`src/hw/ppd_pkg.sv`:
```
// package: register map, field layout and constants for the parallel port delay and match block
package ppd_pkg;

	// ----------------------------------------------------------------
	// register map (byte addresses, bits 31..29 not decoded)
	// ----------------------------------------------------------------
	localparam int unsigned ADDR_W            = 32;
	localparam int unsigned DEC_W             = 29;
	localparam logic [28:0] OFS_MATCH_A       = 29'h1d0000a4;
	localparam logic [28:0] OFS_MATCH_B       = 29'h1d0000a8;
	localparam logic [28:0] OFS_MATCH_C       = 29'h1d0000ac;
	localparam logic [28:0] OFS_MIN_DELAY     = 29'h1d000114;
	localparam logic [28:0] OFS_PORT_MODE     = 29'h1d000110;
	localparam logic [28:0] OFS_IRQ_STATUS    = 29'h1d000120;
	localparam logic [28:0] OFS_IRQ_CLEAR     = 29'h1d000124;
	localparam logic [28:0] OFS_IRQ_ENABLE    = 29'h1d000128;

	// ----------------------------------------------------------------
	// field layout
	// ----------------------------------------------------------------
	localparam int unsigned DIR_BIT           = 3;
	localparam int unsigned SHORT_LSB         = 0;
	localparam int unsigned LONG_LSB          = 7;
	localparam int unsigned DLY_W             = 7;
	localparam int unsigned MATCH_W           = 8;
	localparam int unsigned NUM_MATCH         = 3;
	localparam int unsigned IRQ_LSB           = 14;

	// ----------------------------------------------------------------
	// reset values
	// ----------------------------------------------------------------
	localparam logic [6:0]  RST_SHORT_DLY     = 7'h28;
	localparam logic [6:0]  RST_LONG_DLY      = 7'h08;
	localparam logic [7:0]  RST_MATCH         = 8'h00;

	// handshake interval sequencer
	typedef enum logic [1:0]
	{
		HS_IDLE  = 2'b00,
		HS_SHORT = 2'b01,
		HS_LONG  = 2'b10
	} ppd_hs_e;

endpackage

```
`src/hw/ppd_top.sv`:
```
// module: parallel port direction, handshake delays and byte match interrupts
//
// Added by the designer: the APB register port.
`timescale 1ns/100ps
`default_nettype none
module ppd_top
	import ppd_pkg::*;
(
	// clock and reset
	input  wire logic        clk,
	input  wire logic        nrst,
	// apb slave
	input  wire logic        psel,
	input  wire logic        penable,
	input  wire logic        pwrite,
	input  wire logic [31:0] paddr,
	input  wire logic [31:0] pwdata,
	output logic      [31:0] prdata,
	output logic             pready,
	output logic             pslverr,
	// host byte capture
	input  wire logic        rxValid,
	input  wire logic [7:0]  rxData,
	// handshake timing
	input  wire logic        hsStart,
	output logic             shortDone,
	output logic             longDone,
	output logic             hsBusy,
	// direction and interrupt
	output logic             transferDirection,
	output logic             byteMatchIrq
);

	// ----------------------------------------------------------------
	// bus decode
	// ----------------------------------------------------------------
	logic        setup;
	logic        doWrite;
	logic        doRead;
	logic [28:0] decAddr;
	logic        known;

	assign setup   = psel && !penable;
	assign doWrite = psel && penable && pwrite && pready;
	assign doRead  = psel && penable && !pwrite;
	assign decAddr = paddr[DEC_W-1:0];

	always_comb
	begin
		if (decAddr == OFS_MATCH_A)
			known = 1'b1;
		else if (decAddr == OFS_MATCH_B)
			known = 1'b1;
		else if (decAddr == OFS_MATCH_C)
			known = 1'b1;
		else if (decAddr == OFS_MIN_DELAY)
			known = 1'b1;
		else if (decAddr == OFS_PORT_MODE)
			known = 1'b1;
		else if (decAddr == OFS_IRQ_STATUS)
			known = 1'b1;
		else if (decAddr == OFS_IRQ_CLEAR)
			known = 1'b1;
		else if (decAddr == OFS_IRQ_ENABLE)
			known = 1'b1;
		else
			known = 1'b0;
	end

	// no wait state: pready rises in the first access cycle
	always_ff @(posedge clk or negedge nrst)
	begin
		if (!nrst)
			pready <= 1'b0;
		else
			pready <= setup;
	end

	// ----------------------------------------------------------------
	// configuration registers
	// ----------------------------------------------------------------
	logic [MATCH_W-1:0] matchValue [NUM_MATCH];
	logic [DLY_W-1:0]   shortDelay;
	logic [DLY_W-1:0]   longDelay;
	logic [NUM_MATCH-1:0] irqEnable;
	logic [NUM_MATCH-1:0] irqStatus;
	logic [NUM_MATCH-1:0] clearPulse;

	always_ff @(posedge clk or negedge nrst)
	begin
		if (!nrst)
		begin
			matchValue[0] <= RST_MATCH;
			matchValue[1] <= RST_MATCH;
			matchValue[2] <= RST_MATCH;
		end
		else if (doWrite)
		begin
			if (decAddr == OFS_MATCH_A)
				matchValue[0] <= pwdata[MATCH_W-1:0];
			else if (decAddr == OFS_MATCH_B)
				matchValue[1] <= pwdata[MATCH_W-1:0];
			else if (decAddr == OFS_MATCH_C)
				matchValue[2] <= pwdata[MATCH_W-1:0];
		end
	end

	// delays stored exactly as written, no clamping to the standard minimum
	always_ff @(posedge clk or negedge nrst)
	begin
		if (!nrst)
		begin
			shortDelay <= RST_SHORT_DLY;
			longDelay  <= RST_LONG_DLY;
		end
		else if (doWrite && decAddr == OFS_MIN_DELAY)
		begin
			shortDelay <= pwdata[SHORT_LSB +: DLY_W];
			longDelay  <= pwdata[LONG_LSB +: DLY_W];
		end
	end

	always_ff @(posedge clk or negedge nrst)
	begin
		if (!nrst)
			transferDirection <= 1'b0;
		else if (doWrite && decAddr == OFS_PORT_MODE)
			transferDirection <= pwdata[DIR_BIT];
	end

	always_ff @(posedge clk or negedge nrst)
	begin
		if (!nrst)
			irqEnable <= '0;
		else if (doWrite && decAddr == OFS_IRQ_ENABLE)
			irqEnable <= pwdata[IRQ_LSB +: NUM_MATCH];
	end

	assign clearPulse = (doWrite && decAddr == OFS_IRQ_CLEAR) ?
		pwdata[IRQ_LSB +: NUM_MATCH] : '0;

	// ----------------------------------------------------------------
	// read path
	// ----------------------------------------------------------------
	logic [31:0] next_prdata;

	always_comb
	begin
		next_prdata = '0;
		if (decAddr == OFS_MATCH_A)
			next_prdata[MATCH_W-1:0] = matchValue[0];
		else if (decAddr == OFS_MATCH_B)
			next_prdata[MATCH_W-1:0] = matchValue[1];
		else if (decAddr == OFS_MATCH_C)
			next_prdata[MATCH_W-1:0] = matchValue[2];
		else if (decAddr == OFS_MIN_DELAY)
		begin
			next_prdata[SHORT_LSB +: DLY_W] = shortDelay;
			next_prdata[LONG_LSB +: DLY_W]  = longDelay;
		end
		else if (decAddr == OFS_PORT_MODE)
			next_prdata[DIR_BIT] = transferDirection;
		else if (decAddr == OFS_IRQ_STATUS)
			next_prdata[IRQ_LSB +: NUM_MATCH] = irqStatus;
		else if (decAddr == OFS_IRQ_ENABLE)
			next_prdata[IRQ_LSB +: NUM_MATCH] = irqEnable;
	end

	// read data and error are registered with pready so they meet it exactly
	always_ff @(posedge clk or negedge nrst)
	begin
		if (!nrst)
		begin
			prdata  <= '0;
			pslverr <= 1'b0;
		end
		else if (setup)
		begin
			prdata  <= pwrite ? 32'h0000_0000 : next_prdata;
			pslverr <= !known;
		end
		else if (doRead || doWrite)
		begin
			prdata  <= '0;
			pslverr <= 1'b0;
		end
	end

	// ----------------------------------------------------------------
	// byte matching
	// ----------------------------------------------------------------
	logic       checkByte;
	logic [7:0] heldByte;

	// forward bytes only; the capture is registered so each is seen once
	always_ff @(posedge clk or negedge nrst)
	begin
		if (!nrst)
		begin
			checkByte <= 1'b0;
			heldByte  <= 8'h00;
		end
		else
		begin
			checkByte <= rxValid && !transferDirection;
			if (rxValid)
				heldByte <= rxData;
		end
	end

	genvar gi;
	generate
		for (gi = 0; gi < NUM_MATCH; gi++)
		begin : gMatch
			ppd_byte_matcher #(
				.W (MATCH_W)
			) uMatch (
				.clk    (clk),
				.nrst   (nrst),
				.check  (checkByte),
				.rxByte (heldByte),
				.value  (matchValue[gi]),
				.clear  (clearPulse[gi]),
				.hit    (irqStatus[gi])
			);
		end
	endgenerate

	// recording continues regardless of the enable
	always_ff @(posedge clk or negedge nrst)
	begin
		if (!nrst)
			byteMatchIrq <= 1'b0;
		else
			byteMatchIrq <= |(irqStatus & irqEnable);
	end

	// ----------------------------------------------------------------
	// handshake interval sequencer
	// ----------------------------------------------------------------
	ppd_hs_e    hsState;
	logic       shortStart;
	logic       longStart;
	logic       shortFin;
	logic       longFin;

	assign shortStart = hsStart && hsState == HS_IDLE;
	assign longStart  = shortFin && hsState == HS_SHORT;

	ppd_delay_timer #(
		.W (DLY_W)
	) uShort (
		.clk   (clk),
		.nrst  (nrst),
		.start (shortStart),
		.count (shortDelay),
		.done  (shortFin)
	);

	ppd_delay_timer #(
		.W (DLY_W)
	) uLong (
		.clk   (clk),
		.nrst  (nrst),
		.start (longStart),
		.count (longDelay),
		.done  (longFin)
	);

	// short interval first, then the long one; a start while busy is ignored
	always_ff @(posedge clk or negedge nrst)
	begin
		if (!nrst)
			hsState <= HS_IDLE;
		else
		begin
			case (hsState)
				HS_IDLE:
					if (hsStart)
						hsState <= HS_SHORT;
				HS_SHORT:
					if (shortFin)
						hsState <= HS_LONG;
				HS_LONG:
					if (longFin)
						hsState <= HS_IDLE;
				default:
					hsState <= HS_IDLE;
			endcase
		end
	end

	always_ff @(posedge clk or negedge nrst)
	begin
		if (!nrst)
		begin
			shortDone <= 1'b0;
			longDone  <= 1'b0;
			hsBusy    <= 1'b0;
		end
		else
		begin
			shortDone <= shortFin && hsState == HS_SHORT;
			longDone  <= longFin && hsState == HS_LONG;
			hsBusy    <= (hsState != HS_IDLE) || hsStart;
		end
	end

endmodule
`default_nettype wire

```
`src/hw/ppd_delay_timer.sv`:
```
// module: loadable down counter that times one minimum handshake interval
`timescale 1ns/100ps
`default_nettype none
module ppd_delay_timer
	import ppd_pkg::*;
#(
	parameter int unsigned W = 7
)
(
	// clock and reset
	input  wire logic         clk,
	input  wire logic         nrst,
	// control
	input  wire logic         start,
	input  wire logic [W-1:0] count,
	// status
	output logic              done
);

	logic [W-1:0] remain;
	logic         running;

	// a count of zero finishes in one cycle, so short counts stay usable
	always_ff @(posedge clk or negedge nrst)
	begin
		if (!nrst)
		begin
			remain  <= '0;
			running <= 1'b0;
			done    <= 1'b0;
		end
		else if (start)
		begin
			remain  <= count;
			running <= 1'b1;
			done    <= 1'b0;
		end
		else if (running)
		begin
			if (remain == '0)
			begin
				running <= 1'b0;
				done    <= 1'b1;
			end
			else
				remain <= remain - 1'b1;
		end
		else
			done <= 1'b0;
	end

endmodule
`default_nettype wire

```
`src/hw/ppd_byte_matcher.sv`:
```
// module: one byte comparator with its sticky match flag
`timescale 1ns/100ps
`default_nettype none
module ppd_byte_matcher
	import ppd_pkg::*;
#(
	parameter int unsigned W = 8
)
(
	// clock and reset
	input  wire logic         clk,
	input  wire logic         nrst,
	// compare
	input  wire logic         check,
	input  wire logic [W-1:0] rxByte,
	input  wire logic [W-1:0] value,
	// flag
	input  wire logic         clear,
	output logic              hit
);

	// set wins over a clear in the same cycle
	always_ff @(posedge clk or negedge nrst)
	begin
		if (!nrst)
			hit <= 1'b0;
		else if (check && rxByte == value)
			hit <= 1'b1;
		else if (clear)
			hit <= 1'b0;
	end

endmodule
`default_nettype wire

```
`config.mk`:
```
export PLATFORM = sky130hd
export DESIGN_NAME = ppd_top
export DESIGN_NICKNAME = d
export VERILOG_FILES = /design/src/hw/ppd_pkg.sv /design/src/hw/ppd_top.sv /design/src/hw/ppd_delay_timer.sv /design/src/hw/ppd_byte_matcher.sv
export SDC_FILE = /design/constraint.sdc
export NUM_CORES = 1
export LEC_CHECK = 0
export BUFFER_PORTS_ARGS = -buffer_cell sky130_fd_sc_hd__buf_2
export CAP_MARGIN = 20
export CORE_MARGIN = 2
export CORE_UTILIZATION = 54
export DETAILED_ROUTE_END_ITERATION = 16
export PLACE_DENSITY_LB_ADDON = 0.15
export SYNTH_ARGS = -nofsm -noshare
export SYNTH_HDL_FRONTEND = slang
export SYNTH_SLANG_ARGS = --single-unit
```
`constraint.sdc`:
```
create_clock -name clk -period 2.55 [get_ports clk]
set_clock_uncertainty 0.05 [all_clocks]
set_input_delay 0.255 -clock clk [delete_from_list [all_inputs] [get_ports clk]]
set_output_delay 0.255 -clock clk [all_outputs]
set_load 0.02 [all_outputs]
```
==> impl_results.md, run 1 <==
- Hold Path Class: input pin to register
- Critical path type: register to register
- Final Hold Viols: 0
- Critical Path Source: uLong.remain[0]
- CTS tree: done
- Via count: 3680
- Most common cell after layout, fill and taps aside: dfrtp_1
- Relative slew slack: 59.46%
- Die Area: 10010 µm²
- Die height: 100.0 µm
- Clock root cell: clkbuf_8
- Slew @ Worst Pin: 0.6040 ns
- Share of layout cells above drive strength 1: 31.30%
- DR iter-0 viols: 232
- Crit Path Max Fanout: 7
- Register area: 2431 µm²
- Clk buf depth: 2
- Outcome: complete, no violations
- Post-detailed-route count of antenna-violating nets: 0
- Clk_lat worst skew: 0.36 ns
- Via/cell ratio: 5.653
- Post-route minimum period: 2.186 ns
- Setup crit start kind: register
- Cell count after synthesis: 443
- CP Capture Type: register
- Hold_ws: 0.05421 ns
- Total wire length: 11090 µm
- Nets: 619
- Endpoints failing setup: 0
- Peak supply drop: 0.0003130 V
- Fillers: 743
- Design Area, Final: 5710 µm²
- Power Total: 3.712 mW
- Sink Count: 97
- I/O Buffers: 84
- Max-Cap Viols: 0
- Tot GR Track Use: 23.52%
- Detailed Place HPWL: 8181 µm
- Fmax: 0.4574 GHz
- Vias in the first global route: 3608
- First-pass GRT wire length: 18330 µm
- Initial antenna violation count: 0
- EDFF count, synth: 0
- Syn_area_per_cell: 11.24 µm²
- Fin util: 62.69%
- CP Data Arrival Time: 2.37 ns
- Most frequent cells in the layout: dfrtp_1 (94), buf_2 (83), nor2_1 (37), mux2_2 (36), o21ai_0 (29)
- Synth Flop Type: dfrtp_1
- Largest net degree at the start of global routing: 41
- Mapped Area: 4981 µm²
- Clock-pin slew on the worst setup and hold paths: 0.09 ns
- Total gr overflow: 0
- Placement row count: 35
- 1st-pass router iterations: 4
- Total CTS buffers: 9
- Die W: 100.0 µm
- Setup Buffers After CTS: 0
- # IOs: 118
- Pins Over Slew Limit: 0
- Sequential area share after synthesis: 48.81%
- Worst EP required: 2.73 ns
- Multi-input gate area: 2387 µm²
- Asr flop ratio synth: 100.0%
- Hold path start: hsStart
- Cell Area, Placed: 5517 µm²
- Hold Buf Count CTS: 1
- Drt drc: 0
- Diode count: 0
- Warnings, synthesis: 0
- Synth area leader: dfrtp_1
- Register bit total from synthesis: 97
- Synth top area cells: dfrtp_1 (47%), mux2_2 (8.1%), xor2_1 (3.2%)
- Cell Pwr Density: 650.0 nW/µm²
- Layout area overhead: 14.64%
- CTS H-tree lvls: 3
- FF-to-FF Start: uLong.remain[0]
- GPL Wtd Cong: 0.8774
- Final Cycle Share: 85.74%
- Core box area: 9109 µm²
- Post-CTS resize count: 0
- Count of cell types in the netlist: 51
- Wirelength per Cell: 17.04 µm
- Initial Utilization: 54.68%
- TNS Setup: 0 ns
- Synth top area share: 47.22%
- Leakage power: 2.778 nW
- Unrepaired setup endpoints after global routing: no
## worst paths after layout
path                       slack, ns               to  depth (start not counted)
max in group asynchronous       1.38     longDelay[3]                          3
min reg2reg                     0.43       hsState[1]                          1
max                             0.36  uLong.remain[3]                          7
max reg2reg                     0.36  uLong.remain[3]                          7
min                             0.05           hsBusy                          2
min in group asynchronous       0.35         longDone                          2
## flip-flops by register name, indices dropped and copies added, names as in the netlist, 2 cells and up
register,flops
longDelay,7
uLong.remain,7
uShort.remain,7
prdata,17
heldByte,8
hsState,2
irqEnable,3
gMatch.uMatch.hit,3
matchValue,24
shortDelay,7
## stage by stage
step                      std cells  worst slack, ns
final                           651           0.3637
after global routing            651           0.2223
after CTS                       651           0.3395
after detailed placement        635           0.3498
after global placement          635           0.3861
after floorplan                 457           0.5058
## layer usage
| metal | global-route usage (%) | wire length (µm) | up-vias |
|---|---|---|---|
| met5 | 0 | 0 | - |
| met1 | 33.13 | 4933 | 1811 |
| li1 | - | - | 1724 |
| met2 | 37.68 | 5304 | 124 |
| met3 | 3.343 | 613 | 21 |
| met4 | 8.219 | 241 | 0 |
## where the power goes
| part | internal, mW | switching (mW) |
|---|---|---|
| registers | 1.72 | 0.191 |
| clock network | 0.449 | 0.517 |
| logic | 0.382 | 0.449 |
| total | 2.55 | 1.16 |
## cells by family after synthesis
| kind of cell | after synthesis | synth area share, % |
|---|---|---|
| buffers and inverters | 39 | 4.321 |
| other | 1 | 0.07529 |
| adder cells (fa/ha/maj) | 4 | 1.005 |
| AND/OR/NAND/NOR | 141 | 17.23 |
| multiplexers | 58 | 13.56 |
| flip-flops | 97 | 48.81 |
| XOR/XNOR | 34 | 5.978 |
| AO/OA/AOI/OAI | 69 | 9.018 |
## synth_stat cells, types with 9 or more instances
library cell / n
xor2_1: 18
xnor2_1: 16
buf_4: 15
nand2b_1: 15
nand3_1: 9
nand2_1: 25
a21oi_1: 11
dfrtp_1: 94
mux2_2: 36
nor4_1: 12
o21ai_0: 29
a22oi_1: 14
nor2_1: 37
inv_1: 11
## worst max-delay path: stages, from the launching register on
cell and delay (ns):
dfrtp_1 0.41, inv_1 0.12, ha_1 0.18, or3b_2 0.50
o41ai_4 0.42, nor4_1 0.12, xnor2_1 0.17, o21ai_0 0.09
## area by class of cell
type | count | area share [%]
clock buffer | 10 | 2.235
clock inverter | 5 | 0.9860
inverter | 11 | 0.7230
multi-input combinational | 321 | 41.81
sequential | 97 | 42.57
tap | 111 | 2.432
timing repair buffer | 96 | 9.246
(Power assumes the default switching activity.)
==> run 2, diff against run 1 <==
SETUP_SLACK_MARGIN = 0.4   (was not set)
==> run 2 against run 1 <==
- register-to-register slack gained 0.19 ns
- global-route usage increased by 0.090 points
- die area did not move
- utilization is 0.32 points higher
- routed wire length up 0.77%
- setup slack gained 0.19 ns
- count of clock-buffer cells in the layout unchanged
- combinational power is 5.7% higher
- clock power barely moved
==> impl_results.md, run 2 (same netlist as run 1, synthesis figures left out) <==
- Outcome: complete, no violations
- Tot GR Track Use: 23.61%
- Peak supply drop: 0.0003130 V
- Clock-pin slew on the worst setup and hold paths: 0.09 ns
- Die Area: 10010 µm²
- CP Capture Type: register
- Leakage power: 2.795 nW
- Clk_lat worst skew: 0.36 ns
- CP Data Arrival Time: 2.18 ns
- Initial antenna violation count: 0
- Largest register FFs: 24
- First-pass GRT wire length: 18420 µm
- Most frequent cells in the layout: dfrtp_1 (94), buf_2 (83), nor2_1 (37), mux2_2 (36), o21ai_0 (29)
- Hold path start: pwdata[11]
- Endpoints failing setup: 0
- Fmax: 0.5021 GHz
- Crit-path cells: inv_1, ha_1, or3b_4, o41ai_4, buf_4, nor2_1, xnor2_1, o21ai_0
- Layout area overhead: 15.22%
- Critical Path Source: uLong.remain[0]
- Total CTS buffers: 9
- Relative slew slack: 65.00%
- Final Hold Viols: 0
- Biggest regs: matchValue (24), prdata (17), heldByte (8)
- Fin util: 63.01%
- Max-Cap Viols: 0
- DR iter-0 viols: 249
- Critical path type: register to register
- Crit-path slowest cell: dfrtp_1
- Post-route minimum period: 1.992 ns
- Die W: 100.0 µm
- Vias in the first global route: 3613
- Diode count: 0
- Slew @ Worst Pin: 0.5238 ns
- GPL Wtd Cong: 0.8774
- Wirelength per Cell: 17.09 µm
- Setup slack, reg-to-reg: 0.56 ns
- Final Cycle Share: 78.11%
- Clk buf depth: 2
- Crit Path Max Fanout: 4
- Cell Area, Placed: 5517 µm²
- Largest reg by FF count: matchValue
- Hold path depth: 2
- FF-to-FF Start: uLong.remain[0]
- TNS Setup: 0 ns
- Total gr overflow: 0
- Initial Utilization: 54.68%
- Design Area, Final: 5739 µm²
- Most common cell after layout, fill and taps aside: dfrtp_1
- Pins Over Slew Limit: 0
- CTS H-tree lvls: 3
- Clock root cell: clkbuf_8
- Hold Crit Endpoint: longDelay[4]
- Die height: 100.0 µm
- Reg-to-reg endpoint: uLong.remain[2]
- Hold Path Class: input pin to register
- I/O Buffers: 84
- Largest stage delay on the critical path: 0.41 ns
- Total wire length: 11180 µm
- Core box area: 9109 µm²
- Post-detailed-route count of antenna-violating nets: 0
- Share of layout cells above drive strength 1: 31.86%
- CTS tree: done
- Worst EP required: 2.74 ns
- Worst path top cell family by delay: simple AND/OR/NAND/NOR gates
- Hold_ws: 0.05538 ns
- Crit path buf inv count: 2
- Setup crit start kind: register
- 1st-pass router iterations: 5
- Worst reg-to-reg path cell count: 8
- Sink Count: 97
- # IOs: 118
- Nets: 622
- Drt drc: 0
- Largest net degree at the start of global routing: 41
- Via/cell ratio: 5.639
- Unrepaired setup endpoints after global routing: no
- Detailed Place HPWL: 8181 µm
- Via count: 3688
- Placement row count: 35
- Cell Pwr Density: 654.8 nW/µm²
[run 2: through the flow]
step / setup slack, ns / instances / total power, mW
finish: 0.5583 / 654 / 3.758
global route: 0.4044 / 654 / 3.995
CTS: 0.4078 / 654 / 3.786
detailed placement: 0.3498 / 635 / 2.779
global placement: 0.3861 / 635 / 2.735
floorplan: 0.5058 / 457 / 2.533
[run 2: repair_timing]
item | in CTS | in global routing
setup buffers | 3 | 0
endpoints found under the setup margin | 2 | 10
cloned | 0 | 0
hold endpoints to repair | 37 | 0
hold buffers | 1 | 0
pin swaps | 1 | 1
gates resized for setup | 1 | 1
[run 2: power by group]
group / switching, mW / internal (mW) / total, mW
logic: 0.459 / 0.419 / 0.878
registers: 0.192 / 1.72 / 1.92
clock network: 0.515 / 0.449 / 0.964
total: 1.17 / 2.59 / 3.76
[run 2: worst max-delay path by stage]
| stage | endpoint | cells after the start |
|---|---|---|
| 2_1_floorplan | matchValue[0] | 6 |
| 3_3_place_gp | matchValue[12] | 6 |
| 3_5_place_dp | matchValue[9] | 6 |
| 4_1_cts | uShort.remain[1] | 4 |
| 5_1_grt | uLong.remain[2] | 8 |
| 6_report | uLong.remain[2] | 8 |
[run 2: area by class of cell]
cell class,instances,area (µm²)
Clock buffer,10,127.6
Clock inverter,5,56.30
Fill cell,742,3369
Inverter,11,41.29
Multi-Input combinational cell,321,2394
Sequential cell,97,2431
Tap cell,111,138.9
Timing Repair Buffer,99,550.5
[run 2: per-layer routing]
metal / wire length (µm) / track usage, % / vias up
met1: 4988 / 33.32 / 1813
met3: 577 / 3.343 / 24
met2: 5330 / 37.63 / 122
li1: - / - / 1729
met5: 0 / 0 / -
met4: 282 / 8.535 / 0
==> run 3, diff against run 2 <==
ABC_AREA = 1   (was not set)
CORE_UTILIZATION = 55   (was 54)
clock period = 1.99 ns   (was 2.55 ns; I/O delays follow)
==> run 3 against run 2 <==
- sequential share of layout area down 3.3 points
- register-to-register slack got worse by 0.096 ns
- design area is 8.4% higher
- sequential cell count did not move
- clock power increased by 29%
- maximum frequency is 30% higher
- critical path type unchanged
- synthesized cell count increased by 54%
- highest routed layer unchanged
- via count increased by 32%
==> impl_results.md, run 3 <==
- Outcome: complete, no violations
- Largest reg by FF count: matchValue
- Total CTS buffers: 9
- DR iter-0 viols: 294
- Share of layout cells above drive strength 1: 20.40%
- Count leader, synth: nand2_1
- Asr flop ratio synth: 100.0%
- Worst reg-to-reg path cell count: 6
- Cell Pwr Density: 756.5 nW/µm²
- Warnings, synthesis: 0
- Synth Flop Type: dfrtp_1
- Largest stage delay on the critical path: 0.38 ns
- Design Area, Final: 6223 µm²
- Die W: 101.9 µm
- CTS H-tree lvls: 3
- Biggest regs: matchValue (24), prdata (17), heldByte (8)
- Final Cycle Share: 76.77%
- Worst path top cell family by delay: buffers and inverters
- Post-synth top cells: nand2_1 (184), dfrtp_1 (94), inv_1 (86), nand3_1 (63), nor2_1 (62)
- Leakage power: 3.296 nW
- Clk buf depth: 2
- Total wire length: 12460 µm
- Initial Utilization: 56.78%
- Initial antenna violation count: 0
- Dpl cells: 899
- Setup slack, reg-to-reg: 0.46 ns
- Cell Area, Placed: 5859 µm²
- Register bit total from synthesis: 97
- Post-route minimum period: 1.528 ns
- Tot GR Track Use: 25.66%
- Crit-path slowest cell: dfrtp_1
- CTS tree: done
- Crit Path Max Fanout: 22
- Placement row count: 35
- Clock root cell: clkbuf_8
- Fmax: 0.6545 GHz
- Most common cell after layout, fill and taps aside: nand2_1
- Final Hold Viols: 0
- Critical path type: register to register
- Most frequent cells in the layout: nand2_1 (182), dfrtp_1 (94), inv_1 (84), buf_2 (83), nand3_1 (61)
- Hold path start: pwdata[11]
- Via/cell ratio: 5.236
- CP Capture Type: register
- Count of cell types in the netlist: 40
- Die Area: 10380 µm²
- Crit-path cells: nand4_1, inv_1, buf_4, nand2_4, nand2_1, o21ai_2
- Fin util: 67.04%
- Pins Over Slew Limit: 0
- Clk_lat worst skew: 0.38 ns
- Mapped Area: 5271 µm²
- Worst path depth: 6
- Wirelength per Cell: 13.43 µm
- Clock-pin slew on the worst setup and hold paths: 0.11 ns
- Hold path depth: 3
- Post-detailed-route count of antenna-violating nets: 0
- Setup crit start kind: register
- CP Data Arrival Time: 1.74 ns
- Die height: 101.9 µm
- 1st-pass router iterations: 5
- Synth top area cells: dfrtp_1 (45%), nand2_1 (13%), inv_1 (6.1%)
- Hold Crit Endpoint: longDelay[4]
- GPL Wtd Cong: 0.9411
- Slew @ Worst Pin: 0.5154 ns
- Worst EP required: 2.20 ns
- Max-Cap Viols: 0
- Nets: 877
- Reg-to-reg endpoint: shortDelay[4]
- EDFF count, synth: 0
- Synth top area share: 44.62%
- Cell count after synthesis: 684
- Largest register FFs: 24
- Sequential area share after synthesis: 46.12%
- First-pass GRT wire length: 20950 µm
- Peak supply drop: 0.0003804 V
- TNS Setup: 0 ns
- Layout area overhead: 18.06%
- Detailed Place HPWL: 9537 µm
- Unrepaired setup endpoints after global routing: yes
- Largest net degree at the start of global routing: 41
- Hold Path Class: input pin to register
- Vias in the first global route: 4566
- Syn_area_per_cell: 7.707 µm²
- I/O Buffers: 84
- Drt drc: 0
- Post-route insts no fill: 928
- FF-to-FF Start: pready
- # IOs: 118
- Total gr overflow: 0
- Synth area leader: dfrtp_1
- Core box area: 9284 µm²
- Relative slew slack: 65.64%
- Crit path buf inv count: 2
- Via count: 4859
- Endpoints failing setup: 0
- Diode count: 0
- Power Total: 4.708 mW
- Sink Count: 97
## run 3: through the flow
step / hold slack [ns] / setup WS [ns]
finish: 0.007840 / 0.4622
global route: 0.009349 / 0.3483
CTS: 0.001050 / 0.4148
detailed placement: 0.1580 / 0.06456
global placement: 0.1456 / 0.1624
floorplan: -0.1466 / 0.4702
## run 3: area by class of cell
class | instances | area, µm²
Tap cell | 129 | 161.4
Fill cell | 800 | 3060
Inverter | 89 | 334.1
Sequential cell | 97 | 2431
Clock buffer | 9 | 123.9
Clock inverter | 7 | 61.31
Multi-Input combinational cell | 483 | 2424
Timing Repair Buffer | 114 | 688.2
## run 3: per-layer routing
layer | global-route usage (%) | vias up | wire length, µm
met1 | 35.34 | 2262 | 5598
met4 | 8.103 | 0 | 208
met5 | 0 | - | 0
met2 | 42.26 | 181 | 5968
li1 | - | 2397 | -
met3 | 3.694 | 19 | 687
## run 3: timing repair
| item | 4_1_cts | 5_1_grt |
|---|---|---|
| pin swaps | 0 | 1 |
| buffers inserted | 0 | 2 |
| hold buffers | 11 | 0 |
| endpoints found under the setup margin | 6 | 25 |
| endpoints found under the hold margin | 44 | 0 |
| gates resized for setup | 4 | 11 |
## run 3: cell families after synthesis
| family | after synthesis | synth area share (%) |
|---|---|---|
| flops | 97 | 46.12 |
| fa+ha+maj | 4 | 0.9495 |
| other cells | 1 | 0.07114 |
| xor+xnor | 15 | 2.492 |
| simple gates | 359 | 29.88 |
| compound gates | 90 | 10.56 |
| buf+inv | 118 | 9.921 |
## run 3: power breakdown
group | switching, mW | internal (mW)
combinational | 0.742 | 0.451
sequential | 0.135 | 2.14
clock | 0.757 | 0.479
total | 1.63 | 3.07
## run 3: worst max-delay path by stage
| stage | startpoint | end | slack [ns] |
|---|---|---|---|
| 6_report | pready | shortDelay[4] | 0.46 |
| 5_1_grt | pready | shortDelay[1] | 0.35 |
| 4_1_cts | pready | matchValue[13] | 0.41 |
| 3_5_place_dp | paddr[9] | matchValue[13] | 0.06 |
| 3_3_place_gp | paddr[9] | matchValue[8] | 0.16 |
| 2_1_floorplan | paddr[19] | matchValue[13] | 0.47 |
## run 3: worst reg2reg max path: stages (launching register included)
cell	delay, ns
dfrtp_1	0.38
nand4_1	0.13
inv_1	0.29
buf_4	0.23
nand2_4	0.16
nand2_1	0.14
o21ai_2	0.05
